### src/logic/ccs_regs.vh
`ifndef CCS_REGS_VH
`define CCS_REGS_VH
// State codes of the charge sequencer
`define CCS_ST_IDLE     3'h0
`define CCS_ST_TRICKLE  3'h1
`define CCS_ST_CC       3'h2
`define CCS_ST_CV       3'h3
`define CCS_ST_DONE     3'h4
`define CCS_ST_FAULT    3'h5
`define CCS_ST_INHIBIT  3'h6
// Status encodings {a,b}
`define CCS_STAT_CHG    2'h0
`define CCS_STAT_DONE   2'h1
`define CCS_STAT_FAULT  2'h2
`define CCS_STAT_SUSP   2'h3
// Regulator modes
`define CCS_MODE_OFF    2'h0
`define CCS_MODE_LINEAR 2'h1
`define CCS_MODE_SWITCH 2'h2
// Safety timer exponents, in oscillator periods
`define CCS_TIMEOUT_EXP  22
`define CCS_TRICKLE_EXP  19
`define CCS_TIMER_W      23
`define CCS_TMO_FULL     23'h40_0000
`define CCS_TMO_TRK      23'h08_0000
// Deglitch interval of battery presence
`define CCS_DEGLITCH_MS  12
`define CCS_CLK_HZ       20000000
`define CCS_DEGLITCH_CYC 18'h3_a980 // 12 ms of 50 ns clocks
`define CCS_DEG_W        18
`endif

### src/logic/ccs_charge_sequencer.v
// Notes on behaviour
// - Power-on reset clears timer and starts a charge cycle.
// - Below low precharge level, run linear mode at fixed current.
// - At high precharge level, leave linear mode and switch.
// - Cycle starts in trickle; moves to constant current above both high precharge level and minimum voltage.
// - At final voltage, move from constant current to constant voltage.
// - In constant voltage, taper current ends charge and shows complete.
// - New cycle on reset, battery insertion, over-temperature recovery, enable falling.
// - After timeout, fault; the inhibit state is decoded but no transition ever enters it.
// - Trickle to constant current only if threshold reached before trickle timeout.
// - Taper before timeout gives charge complete and stops charging.
// - From complete, droop below recharge threshold restarts with timer cleared.
// - Timeout before taper gives fault and stops charging.
// - Output over-voltage gives fault whenever enable is low.
// - Fault holds until power cycle or enable toggled high then low.
// - Status: 00 charging, 01 complete, 10 fault, 11 suspend.
// - Trickle limit is one eighth of full timeout: 2^19 versus 2^22.
// - Battery presence deglitched over 12 ms before use.
// - Temperature outside window suspends charging; back inside window starts a new cycle.
`timescale 1ns/10ps
`default_nettype none
`include "ccs_regs.vh"
module ccs_charge_sequencer (
	// Clock and reset
	input  wire       ref_clk,
	input  wire       rstn,
	// Oscillator tick and enable pin
	input  wire       osc_tick,
	input  wire       enable_n,
	// Comparator results
	input  wire       below_precharge_low,
	input  wire       above_precharge_high,
	input  wire       above_min_fast,
	input  wire       at_final_voltage,
	input  wire       below_taper,
	input  wire       below_recharge,
	input  wire       over_voltage,
	input  wire       temp_in_window,
	input  wire       battery_present_raw,
	// Charger controls
	output reg  [1:0] reg_mode,
	output reg        cv_regulate,
	// Status outputs
	output reg        status_out_a,
	output reg        status_out_b
);
	localparam [`CCS_DEG_W-1:0]   DEG_CYC  = `CCS_DEGLITCH_CYC;
	localparam [`CCS_TIMER_W-1:0] TMO_FULL = `CCS_TMO_FULL;
	localparam [`CCS_TIMER_W-1:0] TMO_TRK  = `CCS_TMO_TRK;

	// Two-stage synchronisers for all asynchronous pins
	reg [10:0] s1_q;
	reg [10:0] s2_q;
	always @(posedge ref_clk or negedge rstn) begin
		if (!rstn) begin
			// Idle pin levels: enable off, temperature good, battery present,
			// so the edge detectors see no false edge right after reset
			s1_q <= 11'h203;
			s2_q <= 11'h203;
		end else begin
			s1_q <= {osc_tick, enable_n, below_precharge_low, above_precharge_high,
				above_min_fast, at_final_voltage, below_taper, below_recharge,
				over_voltage, temp_in_window, battery_present_raw};
			s2_q <= s1_q;
		end
	end
	wire tick_s   = s2_q[10];
	wire en_n_s   = s2_q[9];
	wire pl_s     = s2_q[8];
	wire ph_s     = s2_q[7];
	wire vmin_s   = s2_q[6];
	wire vfin_s   = s2_q[5];
	wire taper_s  = s2_q[4];
	wire rech_s   = s2_q[3];
	wire ovp_s    = s2_q[2];
	wire temp_s   = s2_q[1];
	wire batraw_s = s2_q[0];

	// Edge memory for tick, enable, presence and temperature
	reg tick_prev_q;
	reg en_prev_q;
	reg bat_prev_q;
	reg temp_prev_q;
	// Deglitched presence; reset as present so power-up is not seen as insertion
	reg                 bat_q;
	reg [`CCS_DEG_W-1:0] deg_cnt_q;
	reg [2:0]            state_q;
	reg [2:0]            state_d;
	reg [`CCS_TIMER_W-1:0] timer_q;
	reg                  timer_clr;
	reg                  started_q;

	wire tick_rise = tick_s & ~tick_prev_q;
	wire en_fall   = en_prev_q & ~en_n_s;
	wire bat_ins   = bat_q & ~bat_prev_q;
	wire temp_rec  = temp_s & ~temp_prev_q;
	wire restart   = ~started_q | bat_ins | temp_rec | en_fall;

	// presence deglitch: must hold for the full interval
	always @(posedge ref_clk or negedge rstn) begin
		if (!rstn) begin
			deg_cnt_q <= {`CCS_DEG_W{1'b0}};
			bat_q     <= 1'b1;
		end else if (batraw_s == bat_q) begin
			deg_cnt_q <= {`CCS_DEG_W{1'b0}};
		end else if (deg_cnt_q == DEG_CYC - 1'b1) begin
			deg_cnt_q <= {`CCS_DEG_W{1'b0}};
			bat_q     <= batraw_s;
		end else begin
			deg_cnt_q <= deg_cnt_q + 1'b1;
		end
	end

	// Edge history registers
	always @(posedge ref_clk or negedge rstn) begin
		if (!rstn) begin
			tick_prev_q <= 1'b0;
			en_prev_q   <= 1'b1;
			bat_prev_q  <= 1'b1;
			temp_prev_q <= 1'b1;
			started_q   <= 1'b0;
		end else begin
			tick_prev_q <= tick_s;
			en_prev_q   <= en_n_s;
			bat_prev_q  <= bat_q;
			temp_prev_q <= temp_s;
			// first cycle after power-on sees enable off, so restart by started_q is overridden and en_fall starts charging
			started_q   <= 1'b1;
		end
	end

	wire charging = (state_q == `CCS_ST_TRICKLE) | (state_q == `CCS_ST_CC) |
		(state_q == `CCS_ST_CV);
	wire suspend  = ~temp_s | ~bat_q;

	// Sequencer next state
	always @* begin
		state_d   = state_q;
		timer_clr = 1'b0;
		if (en_n_s) begin
			state_d   = `CCS_ST_IDLE;
			timer_clr = 1'b1;
		end else if (ovp_s) begin
			state_d = `CCS_ST_FAULT;
		end else if (restart && state_q != `CCS_ST_FAULT) begin
			state_d   = `CCS_ST_TRICKLE;
			timer_clr = 1'b1;
		end else if (en_fall) begin
			state_d   = `CCS_ST_TRICKLE;
			timer_clr = 1'b1;
		end else if (!suspend) begin
			case (state_q)
				`CCS_ST_TRICKLE: begin
					if (timer_q >= TMO_TRK)
						state_d = `CCS_ST_FAULT;
					else if (ph_s && vmin_s)
						state_d = `CCS_ST_CC;
				end
				`CCS_ST_CC: begin
					if (timer_q >= TMO_FULL)
						state_d = `CCS_ST_FAULT;
					else if (vfin_s)
						state_d = `CCS_ST_CV;
				end
				`CCS_ST_CV: begin
					if (taper_s)
						state_d = `CCS_ST_DONE;
					else if (timer_q >= TMO_FULL)
						state_d = `CCS_ST_FAULT;
				end
				`CCS_ST_DONE, `CCS_ST_INHIBIT: begin
					if (rech_s) begin
						state_d   = `CCS_ST_TRICKLE;
						timer_clr = 1'b1;
					end
				end
				`CCS_ST_FAULT: state_d = `CCS_ST_FAULT;
				`CCS_ST_IDLE:  state_d = `CCS_ST_IDLE;
				default:       state_d = `CCS_ST_IDLE;
			endcase
		end
	end

	// State and safety timer
	always @(posedge ref_clk or negedge rstn) begin
		if (!rstn) begin
			state_q <= `CCS_ST_IDLE;
			timer_q <= {`CCS_TIMER_W{1'b0}};
		end else begin
			state_q <= state_d;
			// timer runs only while charging and not suspended
			if (timer_clr)
				timer_q <= {`CCS_TIMER_W{1'b0}};
			else if (charging && !suspend && tick_rise && timer_q != TMO_FULL)
				timer_q <= timer_q + 1'b1;
		end
	end

	// Registered outputs
	always @(posedge ref_clk or negedge rstn) begin
		if (!rstn) begin
			reg_mode     <= `CCS_MODE_OFF;
			cv_regulate  <= 1'b0;
			status_out_a <= 1'b1;
			status_out_b <= 1'b1;
		end else begin
			// linear in trickle below low level, off when not charging or suspended, switching otherwise
			if (!charging || suspend)
				reg_mode <= `CCS_MODE_OFF;
			else if (state_q == `CCS_ST_TRICKLE && pl_s && !ph_s)
				reg_mode <= `CCS_MODE_LINEAR;
			else
				reg_mode <= `CCS_MODE_SWITCH;
			cv_regulate <= (state_q == `CCS_ST_CV) & ~suspend;
			if (state_q == `CCS_ST_FAULT)
				{status_out_a, status_out_b} <= `CCS_STAT_FAULT;
			else if (state_q == `CCS_ST_DONE || state_q == `CCS_ST_INHIBIT)
				{status_out_a, status_out_b} <= `CCS_STAT_DONE;
			else if (charging && !suspend)
				{status_out_a, status_out_b} <= `CCS_STAT_CHG;
			else
				{status_out_a, status_out_b} <= `CCS_STAT_SUSP;
		end
	end
endmodule
`default_nettype wire

### config.mk
export PLATFORM = sky130hd
export DESIGN_NAME = ccs_charge_sequencer
export DESIGN_NICKNAME = d
export VERILOG_FILES = /design/src/logic/ccs_charge_sequencer.v
export VERILOG_INCLUDE_DIRS = /design/src /design/src/logic
export SDC_FILE = /design/constraint.sdc
export NUM_CORES = 1
export LEC_CHECK = 0
export BUFFER_PORTS_ARGS = -buffer_cell sky130_fd_sc_hd__buf_2
export CELL_PAD_IN_SITES_DETAIL_PLACEMENT = 1
export CELL_PAD_IN_SITES_GLOBAL_PLACEMENT = 1
export CORE_ASPECT_RATIO = 1.75
export CORE_MARGIN = 3
export CORE_UTILIZATION = 52
export CTS_CLUSTER_DIAMETER = 100
export CTS_CLUSTER_SIZE = 30
export DETAILED_ROUTE_END_ITERATION = 10
export GPL_ROUTABILITY_DRIVEN = 0
export GPL_TIMING_DRIVEN = 0
export PLACE_DENSITY = 0.86
export SLEW_MARGIN = 15
export SYNTH_ARGS = -nofsm -noshare
export SYNTH_HDL_FRONTEND = slang
export SYNTH_SLANG_ARGS = --single-unit
### constraint.sdc
create_clock -name ref_clk -period 4.7 [get_ports ref_clk]
set_input_delay 0.47 -clock ref_clk [delete_from_list [all_inputs] [get_ports ref_clk]]
set_output_delay 0.47 -clock ref_clk [all_outputs]
set_load 0.005 [all_outputs]
Yosys cells after proc, flatten, opt, wreduce, memory -nomap -nowiden:

Index checks and enable logic that the tools add are counted.
W data, S select, Z words.

* add/subtract/negate cells: 2
* $lt $le $gt $ge: 2
* equality and inequality tests: 15
* multiplexer cells: 31
* bitwise operators: 20
* reduce and logical (&&, ||, !) cells: 16

Operators with widths (number)
* $mux W23: 2
* $mux W18: 2
* $mux W3: 12
* $add A23 B1 Y23 const B: 1
* $ge A23 B20 Y1 const B: 1
* $ge A23 B23 Y1 const B: 1
* $ne A23 B23 Y1 const B: 1
* $add A18 B1 Y18 const B: 1
* $eq A18 B18 Y1 const B: 1
* $pmux W3 S5: 1
* $ne A7 B5 Y1 const B: 2
* $mux W1: 12
* $eq A3 B3 Y1 const B: 3
* $not A1 Y1: 9
* $logic_and A1 B1 Y1: 7
* $ne A7 B4 Y1 const B: 1
* $eq A3 B2 Y1 const B: 2
* $ne A6 B6 Y1 const B: 1
* $or A1 B1 Y1: 6
* $and A1 B1 Y1: 5
* $ne A5 B4 Y1 const B: 1
* $reduce_and A5 Y1: 1
* $mux W2: 2
* $eq A3 B1 Y1 const B: 1
* 7 further kinds: 10

* register bits after elaboration: 77
* logic and storage cells: 101

Depth between registers and ports, before layout:

Gate-level depths: netlist of run 1.

* depth after elaboration: 10
* gate-level depth with buffers: 8

Least setup slack after synthesis of run 1:

Ideal clock, no wire load.

* kind: register to register
* from: reg deg_cnt_q[7]
* to: reg deg_cnt_q[11]
* library setup time: 0.119 ns
* arrival: 1.739 ns
* setup slack: 2.842 ns
* stages on the path, launching flop included: 8
* path buffers: 2
* period minus slack after synthesis: 1.858 ns
* path through: dfrtp_1 nand4bb_1 or4_1 nor3_1 or2_2 buf_2 buf_4 nor2_1

* word-level cells in the longest chain between the ends: 3

RTL lines
* start: declaration: line ccs_charge_sequencer.v:86 `` reg [`CCS_DEG_W-1:0] deg_cnt_q; ``
* start signal: assignment: line ccs_charge_sequencer.v:102 `` deg_cnt_q <= {`CCS_DEG_W{1'b0}}; ``
* start signal: assignment: line ccs_charge_sequencer.v:105 `` deg_cnt_q <= {`CCS_DEG_W{1'b0}}; ``
* start signal: assignment: line ccs_charge_sequencer.v:107 `` deg_cnt_q <= {`CCS_DEG_W{1'b0}}; ``
* $add A18 B1 Y18 or $eq A18 B18 Y1 (tied branches): line ccs_charge_sequencer.v:110, ccs_charge_sequencer.v:106
* $mux W18 (*): line ccs_charge_sequencer.v:106 `end else if (deg_cnt_q == DEG_CYC - 1'b1) begin`
* $mux W18 (*): line ccs_charge_sequencer.v:104 `end else if (batraw_s == bat_q) begin`

Every way passes the cells marked *; elsewhere a longest branch is shown, timed or not.
A chain may end at the register's enable or synchronous reset.

Worst setup path after layout of run 1:

* from: reg deg_cnt_q[0]
* to: reg deg_cnt_q[10]

Same word-level chain as after synthesis.

==> results of run 1 <==
## power groups by stage
| stage | clock [mW] | sequential (mW) | combinational, mW |
|---|---|---|---|
| 3_5_place_dp | 0 | 0.707 | 0.0742 |
| 3_3_place_gp | 0 | 0.705 | 0.0685 |
| 2_1_floorplan | 0 | 0.702 | 0.0387 |
| 6_report | 0.531 | 0.694 | 0.0750 |
| 5_1_grt | 0.572 | 0.696 | 0.0846 |
| 4_1_cts | 0.539 | 0.694 | 0.0760 |
## area by class of cell
cell class,instances,share of cell area (%)
Clock buffer,9,3.186
Buffer,12,1.320
Clock inverter,7,2.124
Inverter,12,1.159
Sequential cell,77,49.95
Tap cell,80,2.575
Multi-Input combinational cell,228,36.47
Timing Repair Buffer,19,3.219
## through the flow
step	hold slack [ps]	worst slack, ps
after floorplan	174.4	2842
after global placement	331.9	2501
after detailed placement	336.4	2442
after CTS	177.9	2368
after global routing	176.6	2148
final	189.2	2372
## worst max-delay path: stages (launching register included)
cell and delay [ps]:
dfrtp_1 440, ha_1 170, clkbuf_1 300, nand3_1 200
nor3_1 440, or2_2 200, buf_2 190, buf_4 200
nor2_1 70
## worst max path at each step
| stage | to | slack, ps | startpoint | cells after the start |
|---|---|---|---|---|
| detailed placement | timer_q[8] | 2440 | state_q[2] | 7 |
| finish | deg_cnt_q[10] | 2370 | deg_cnt_q[0] | 8 |
| global placement | timer_q[1] | 2500 | state_q[2] | 7 |
| CTS | deg_cnt_q[10] | 2370 | deg_cnt_q[0] | 8 |
| floorplan | deg_cnt_q[11] | 2840 | deg_cnt_q[7] | 7 |
| global route | deg_cnt_q[0] | 2150 | deg_cnt_q[0] | 8 |
## cell usage in the layout (no fill, tap or decap), types with 12 or more instances in the layout
master   synthesis  layout
buf_2            2      18
dfrtp_1         65      65
dfstp_2         12      12
inv_1           12      12
nand2_1         16      16
nand3_1         13      13
nand4_1         22      22
nor2_1          51      51
xnor2_1         14      14
xor2_1          23      23
## what timing repair did
item,CTS,global route
hold endpoints to repair,20,0
hold buffers,1,0
gates resized for setup,0,0
## registers in the layout (all words and copies together) (netlist names)
signal	count
timer_q	23
s2_q	11
status_out_b	1
bat_q	1
s1_q	11
tick_prev_q	1
deg_cnt_q	18
en_prev_q	1
reg_mode	2
temp_prev_q	1
cv_regulate	1
status_out_a	1
state_q	3
started_q	1
bat_prev_q	1
## cells by family after synthesis
| logic type | share of synthesized area [%] |
|---|---|
| AO/OA/AOI/OAI | 4.997 |
| XOR/XNOR | 9.377 |
| adder cells (fa/ha/maj) | 1.086 |
| buffers and inverters | 2.788 |
| flip-flops | 56.19 |
| multiplexers | 0.6155 |
| other | 0.1085 |
| AND/OR/NAND/NOR | 24.84 |
## per-layer routing
metal	vias up	wire, microns	global-route usage [%]	part of all wire, %
li1	1204	-	-	-
met1	1349	3176	28.41	37
met2	58	4775	45.28	56
met3	31	198	5.025	2.3
met4	0	418	14.91	4.9
met5	-	0	0	0
==> metrics.md, run 1 <==
| Metric | Value |
|---|---|
| Status | `completed` |
| Hold path cells | `1` |
| Worst slew pin tran | `642.9 ps` |
| DIE HEIGHT | `113.8 microns` |
| Design Area, Final | `between 3000 and 4000 sq um` |
| H-tree lvl count | `3` |
| Post-synth ARST share | `100.0%` |
| Post-synth top area share | `~47%` |
| CORE AREA | `6324 sq um` |
| Pwr Total | `1.300 mW` |
| Final Core Density | `about three fifths` |
| Layout area overhead | `12.49%` |
| Placed cell area | `3671 sq um` |
| Tmin final | `around 2300 ps` |
| Seq. cell area | `slightly below 2000 sq um` |
| Avg Inst Size Synth | `10.50 sq um` |
| Worst Clk Skew | `roughly 12 ps` |
| Top-count cell post-synth | `dfrtp_1` |
| CTS tree | `done` |
| Fin. Hold Viols | `0` |
| TritonCTS Sinks | `77` |
| WL/cell | `~19 microns` |
| DRC Markers | `0` |
| DR vias | `between 2000 and 3000` |
| Top cells by area, synth | `dfrtp_1 (47%), dfstp_2 (9.1%), xor2_1 (5.8%)` |
| Post-Route WL | `8568 microns` |
| Area of the multi-input gates | `1418 sq um` |
| Seq/Total Area, Yosys | `56.19%` |
| Setup CP Type | `flip-flop to flip-flop` |
| Switching Share | `between 20% and 30%` |
| Max-slew violations | `0` |
| Max Cap Violations | `0` |
| Primary FF master, synth | `dfrtp_1` |
| Drt first pass iters | `4` |
| Max Clk Rate | `~430 MHz` |
| Cell taking the most area after synthesis | `dfrtp_1` |
| Die width | `67.63 microns` |
| Post-CTS Setup Inserts | `0` |
| Final Non-Filler Cells | `approximately 440` |
| Antenna Nets Post-Route | `0` |
| Worst reg2reg setup slack | `between 2000 and 2500 ps` |
| FP Rows | `38` |
| Period utilisation layout | `between 40 and 50%` |
| Int Power | `0.9608 mW` |
| Count of final setup violators | `0` |
| Post-synth EDFFs | `0` |
| PortBufs | `17` |
| Root Driver | `clkbuf_8` |
| Critical Path Fanout Max | `10` |
| Total nets after synthesis | `roughly 350` |
| CTS clock-pin slew for the worst setup and hold paths | `approximately 90 ps` |
| Clk Latency, worst-skew pair | `around 370 ps` |
| Arr. time, crit path | `roughly 2600 ps` |
| Iter 0 DRT Violations | `~140` |
| Commonest cells in the netlist | `dfrtp_1 (65), nor2_1 (51), xor2_1 (23), nand4_1 (22), nand2_1 (16)` |
| DP HPWL | `between 5000 and 6000 microns` |
| CTS Buffer Depth | `2` |
| Layout cells sized above 1 | `between 10% and 20%` |
| I/O pin cnt | `18` |
| Mapped Cells | `around 330` |
| RSZ-0062 raised after global routing | `false` |
| HP Class | `input pin to flip-flop` |
| Sequential share of power | `53.4%` |
| Flops & latches, synth | `77` |
| Clock share of power | `between 40% and 50%` |
| CP Launch Type | `flip-flop` |
| Largest net degree at the start of global routing | `56` |
| Die Footprint | `7698 sq um` |
| Global-route wire length before repair | `between 10000 and 15000 microns` |
| Hold_sp | `battery_present_raw` |
| Lkg Pwr | `about 1.7 nW` |
| Tot GR Track Use | `around a quarter` |
| WP data required | `around 5000 ps` |
| FILL cells | `around 680` |
| ANT cells | `0` |
| Comb power frac | `between 5 and 6%` |
| Total gr overflow | `0` |
| Initial antenna violation count | `0` |
| Count of cell types in the netlist | `47` |
| Vias per cell | `between 5 and 6` |
| R2R Path End | `deg_cnt_q[10]` |
| P_sw | `between 0.3 and 0.4 mW` |
| VDD IR max | `roughly 0.00026 V` |
| CTS buffer count | `9` |
| Placed instance count | `approximately 430` |
| Setup Total Neg Slack | `0 ps` |
| Syn. warnings | `0` |
| Crit end category | `flip-flop` |
| Power Dens Cells | `334.3 nW/um^2` |
| Hold endpoint | `s1_q[0]` |
| Cell Area, Synth | `3456 sq um` |
| Worst R2R Start | `deg_cnt_q[0]` |
| # nets final | `375` |
| Initial Util | `a little over half` |
| Worst Reg2Reg Path Length in Cells | `8` |
| Vias in the first global route | `about 3000` |
| Slew headroom | `56.74%` |
Power figures use the tool's default switching activity.
==> inputs of run 2 (changes only) <==
--- a/config.mk
+++ b/config.mk
@@ -11,13 +11,13 @@
 export CELL_PAD_IN_SITES_GLOBAL_PLACEMENT = 1
 export CORE_ASPECT_RATIO = 1.75
 export CORE_MARGIN = 3
-export CORE_UTILIZATION = 52
+export CORE_UTILIZATION = 48
 export CTS_CLUSTER_DIAMETER = 100
 export CTS_CLUSTER_SIZE = 30
 export DETAILED_ROUTE_END_ITERATION = 10
 export GPL_ROUTABILITY_DRIVEN = 0
 export GPL_TIMING_DRIVEN = 0
-export PLACE_DENSITY = 0.86
+export PLACE_DENSITY = 0.8
 export SLEW_MARGIN = 15
 export SYNTH_ARGS = -nofsm -noshare
 export SYNTH_HDL_FRONTEND = slang
==> constraint.sdc (replaced) <==
create_clock -name ref_clk -period 2.15 [get_ports ref_clk]
set_input_delay 0.215 -clock ref_clk [delete_from_list [all_inputs] [get_ports ref_clk]]
set_output_delay 0.215 -clock ref_clk [all_outputs]
set_load 0.005 [all_outputs]
==> metrics.md, run 2 (synthesis gave the netlist of run 1 again) <==
| Metric | Value |
|---|---|
| End point of the critical path | `state_q[1] (was deg_cnt_q[10])` |
| Worst Clk Skew | `8.601 ps (was 11.84 ps)` |
| Vias in the first global route | `2836 (was 3027)` |
| Post-Route WL | `7887 microns (was 8568 microns)` |
| Tmin final | `2056 ps (was 2328 ps)` |
| GR Layer Usage met2 | `38.27% (was 45.28%)` |
| PortBufs | `17 (unchanged)` |
| Die width | `70.14 microns (was 67.63 microns)` |
| Root Driver | `clkbuf_16 (was clkbuf_8)` |
| Placed cell area | `3676 sq um (was 3671 sq um)` |
| CP Launch Type | `flip-flop (unchanged)` |
| Max Cap Violations | `0 (unchanged)` |
| Count of final setup violators | `0 (unchanged)` |
| ANT cells | `0 (unchanged)` |
| RSZ-0062 raised after global routing | `false (unchanged)` |
| DIE HEIGHT | `118.2 microns (was 113.8 microns)` |
| CORE AREA | `6907 sq um (was 6324 sq um)` |
| Max Clk Rate | `486.3 MHz (was 429.5 MHz)` |
| Global-route wire length before repair | `13420 microns (was 14860 microns)` |
| Setup CP Type | `flip-flop to flip-flop (unchanged)` |
| WL/cell | `17.18 microns (was 19.30 microns)` |
| Initial Util | `50.04% (was 54.65%)` |
| WP data required | `2370 ps (was 4960 ps)` |
| Layout area overhead | `20.28% (was 12.49%)` |
| Max reg flops | `23 (unchanged)` |
| CP startpoint | `state_q[2] (was deg_cnt_q[0])` |
| Crit end category | `flip-flop (unchanged)` |
| Drt first pass iters | `3 (was 4)` |
| CTS Buffer Depth | `2 (unchanged)` |
| Critical Path Fanout Max | `8 (was 10)` |
| Setup WS post-layout | `93.54 ps (was 2372 ps)` |
| Max-slew violations | `0 (unchanged)` |
| Met3 GRT Util | `4.255% (was 5.025%)` |
| Largest net degree at the start of global routing | `53 (was 56)` |
| DRC Markers | `0 (unchanged)` |
| Arr. time, crit path | `2280 ps (was 2590 ps)` |
| CTS tree | `done (unchanged)` |
| Clk Latency, worst-skew pair | `330 ps (was 370 ps)` |
| VDD IR max | `0.0004795 V (was 0.0002636 V)` |
| Tot GR Track Use | `20.68% (was 26.06%)` |
| Lkg Pwr | `1.771 nW (was 1.654 nW)` |
| Vias per cell | `5.577 (was 5.950)` |
| Worst reg2reg setup slack | `90 ps (was 2370 ps)` |
| HP Class | `input pin to async pin (was input pin to flip-flop)` |
| Antenna Nets Post-Route | `0 (unchanged)` |
| Slew headroom | `60.20% (was 56.74%)` |
| H-tree lvl count | `3 (unchanged)` |
| Design Area, Final | `4156 sq um (was 3887 sq um)` |
| Grt peak-use layer | `met2 (unchanged)` |
| CTS clock-pin slew for the worst setup and hold paths | `60 ps (was 90 ps)` |
| Routing usage on met1 | `21.26% (was 28.41%)` |
| FP Rows | `40 (was 38)` |
| CTS buffer count | `9 (unchanged)` |
| R2R Path End | `state_q[1] (was deg_cnt_q[10])` |
| Power Dens Cells | `807.5 nW/um^2 (was 334.3 nW/um^2)` |
| Die Footprint | `8294 sq um (was 7698 sq um)` |
| I/O pin cnt | `18 (unchanged)` |
| DP HPWL | `5694 microns (was 5969 microns)` |
| Status | `completed (unchanged)` |
| Total gr overflow | `0 (unchanged)` |
| Most common cell after layout, fill and taps aside | `dfrtp_1 (unchanged)` |
| Most frequent cells in the layout | `dfrtp_1 (65), nor2_1 (51), xor2_1 (23), nand4_1 (22), buf_2 (18) (unchanged)` |
| Pre-CTS setup slack | `-122.8 ps (was 2442 ps)` |
| Iter 0 DRT Violations | `103 (was 139)` |
| Worst Reg2Reg Path Length in Cells | `6 (was 8)` |
| Worst slew pin tran | `594.8 ps (was 642.9 ps)` |
| Worst R2R Start | `state_q[2] (was deg_cnt_q[0])` |
| Biggest regs | `timer_q x23, deg_cnt_q x18 (unchanged)` |
| Initial antenna violation count | `0 (unchanged)` |
| Fin. Hold Viols | `0 (unchanged)` |
| TritonCTS Sinks | `77 (unchanged)` |
| FILL cells | `726 (was 681)` |
| Layout cells sized above 1 | `16.80% (was 15.38%)` |
| DR vias | `2560 (was 2642)` |
| Period utilisation layout | `95.65% (was 49.54%)` |
| # nets final | `386 (was 375)` |
| Biggest register | `timer_q (unchanged)` |
-- run 2: worst min-delay path by stage --
stage	start	end	slack, ps	depth (start not counted)
global placement	battery_present_raw	s1_q[0]	320	1
detailed placement	rstn	timer_q[3]	160	1
floorplan	rstn	cv_regulate	-80	0
finish	rstn	timer_q[11]	340	2
CTS	rstn	timer_q[13]	340	2
global route	s1_q[3]	s2_q[3]	350	0
-- run 2: layer usage --
layer	vias to the layer above	routed length (microns)
met5	-	0
met4	0	233
met3	17	175
met2	30	4500
met1	1288	2976
li1	1225	-
-- run 2: area by class of cell --
class	instances	area (sq um)	area share [%]
inverter	12	45.04	1.084
clock buffer	10	239.0	5.750
timing repair buffer	31	242.7	5.840
clock inverter	6	93.84	2.258
buffer	11	55.05	1.325
tap	84	105.1	2.529
sequential	77	1942	46.72
multi-input combinational	228	1434	34.50
-- run 2: metrics by stage --
stage | util (%) | instances | hold slack [ps] | setup TNS (ps) | power (mW)
after floorplan | - | 329 | -80.59 | 0 | 1.620
after global placement | 52.79 | 430 | 319.9 | -1942 | 1.691
after detailed placement | 53.22 | 431 | 157.0 | -2610 | 1.708
after CTS | 59.89 | 459 | 339.4 | 0 | 3.399
after global routing | 60.18 | 459 | 352.1 | 0 | 3.502
final | 60.18 | 459 | 338.6 | 0 | 3.356
-- run 2: critical path, stage by stage (launching register included) --
cell and delay (ps):
dfrtp_1 360, clkbuf_1 190, nor4b_1 340, o311ai_0 230, a311oi_2 520, nor2_1 100
o22a_1 210
-- run 2: repair_timing --
action | in CTS | in global routing
hold endpoints to repair | 35 | 0
gates resized for setup | 3 | 5
buffers inserted | 0 | 1
hold buffers | 12 | 0
pin swaps | 0 | 3
endpoints found under the setup margin | 30 | 34
-- run 2: power breakdown --
part	switching, mW	internal (mW)
clock	0.600	1.06
sequential	0.0240	1.49
combinational	0.110	0.0719
total	0.734	2.62
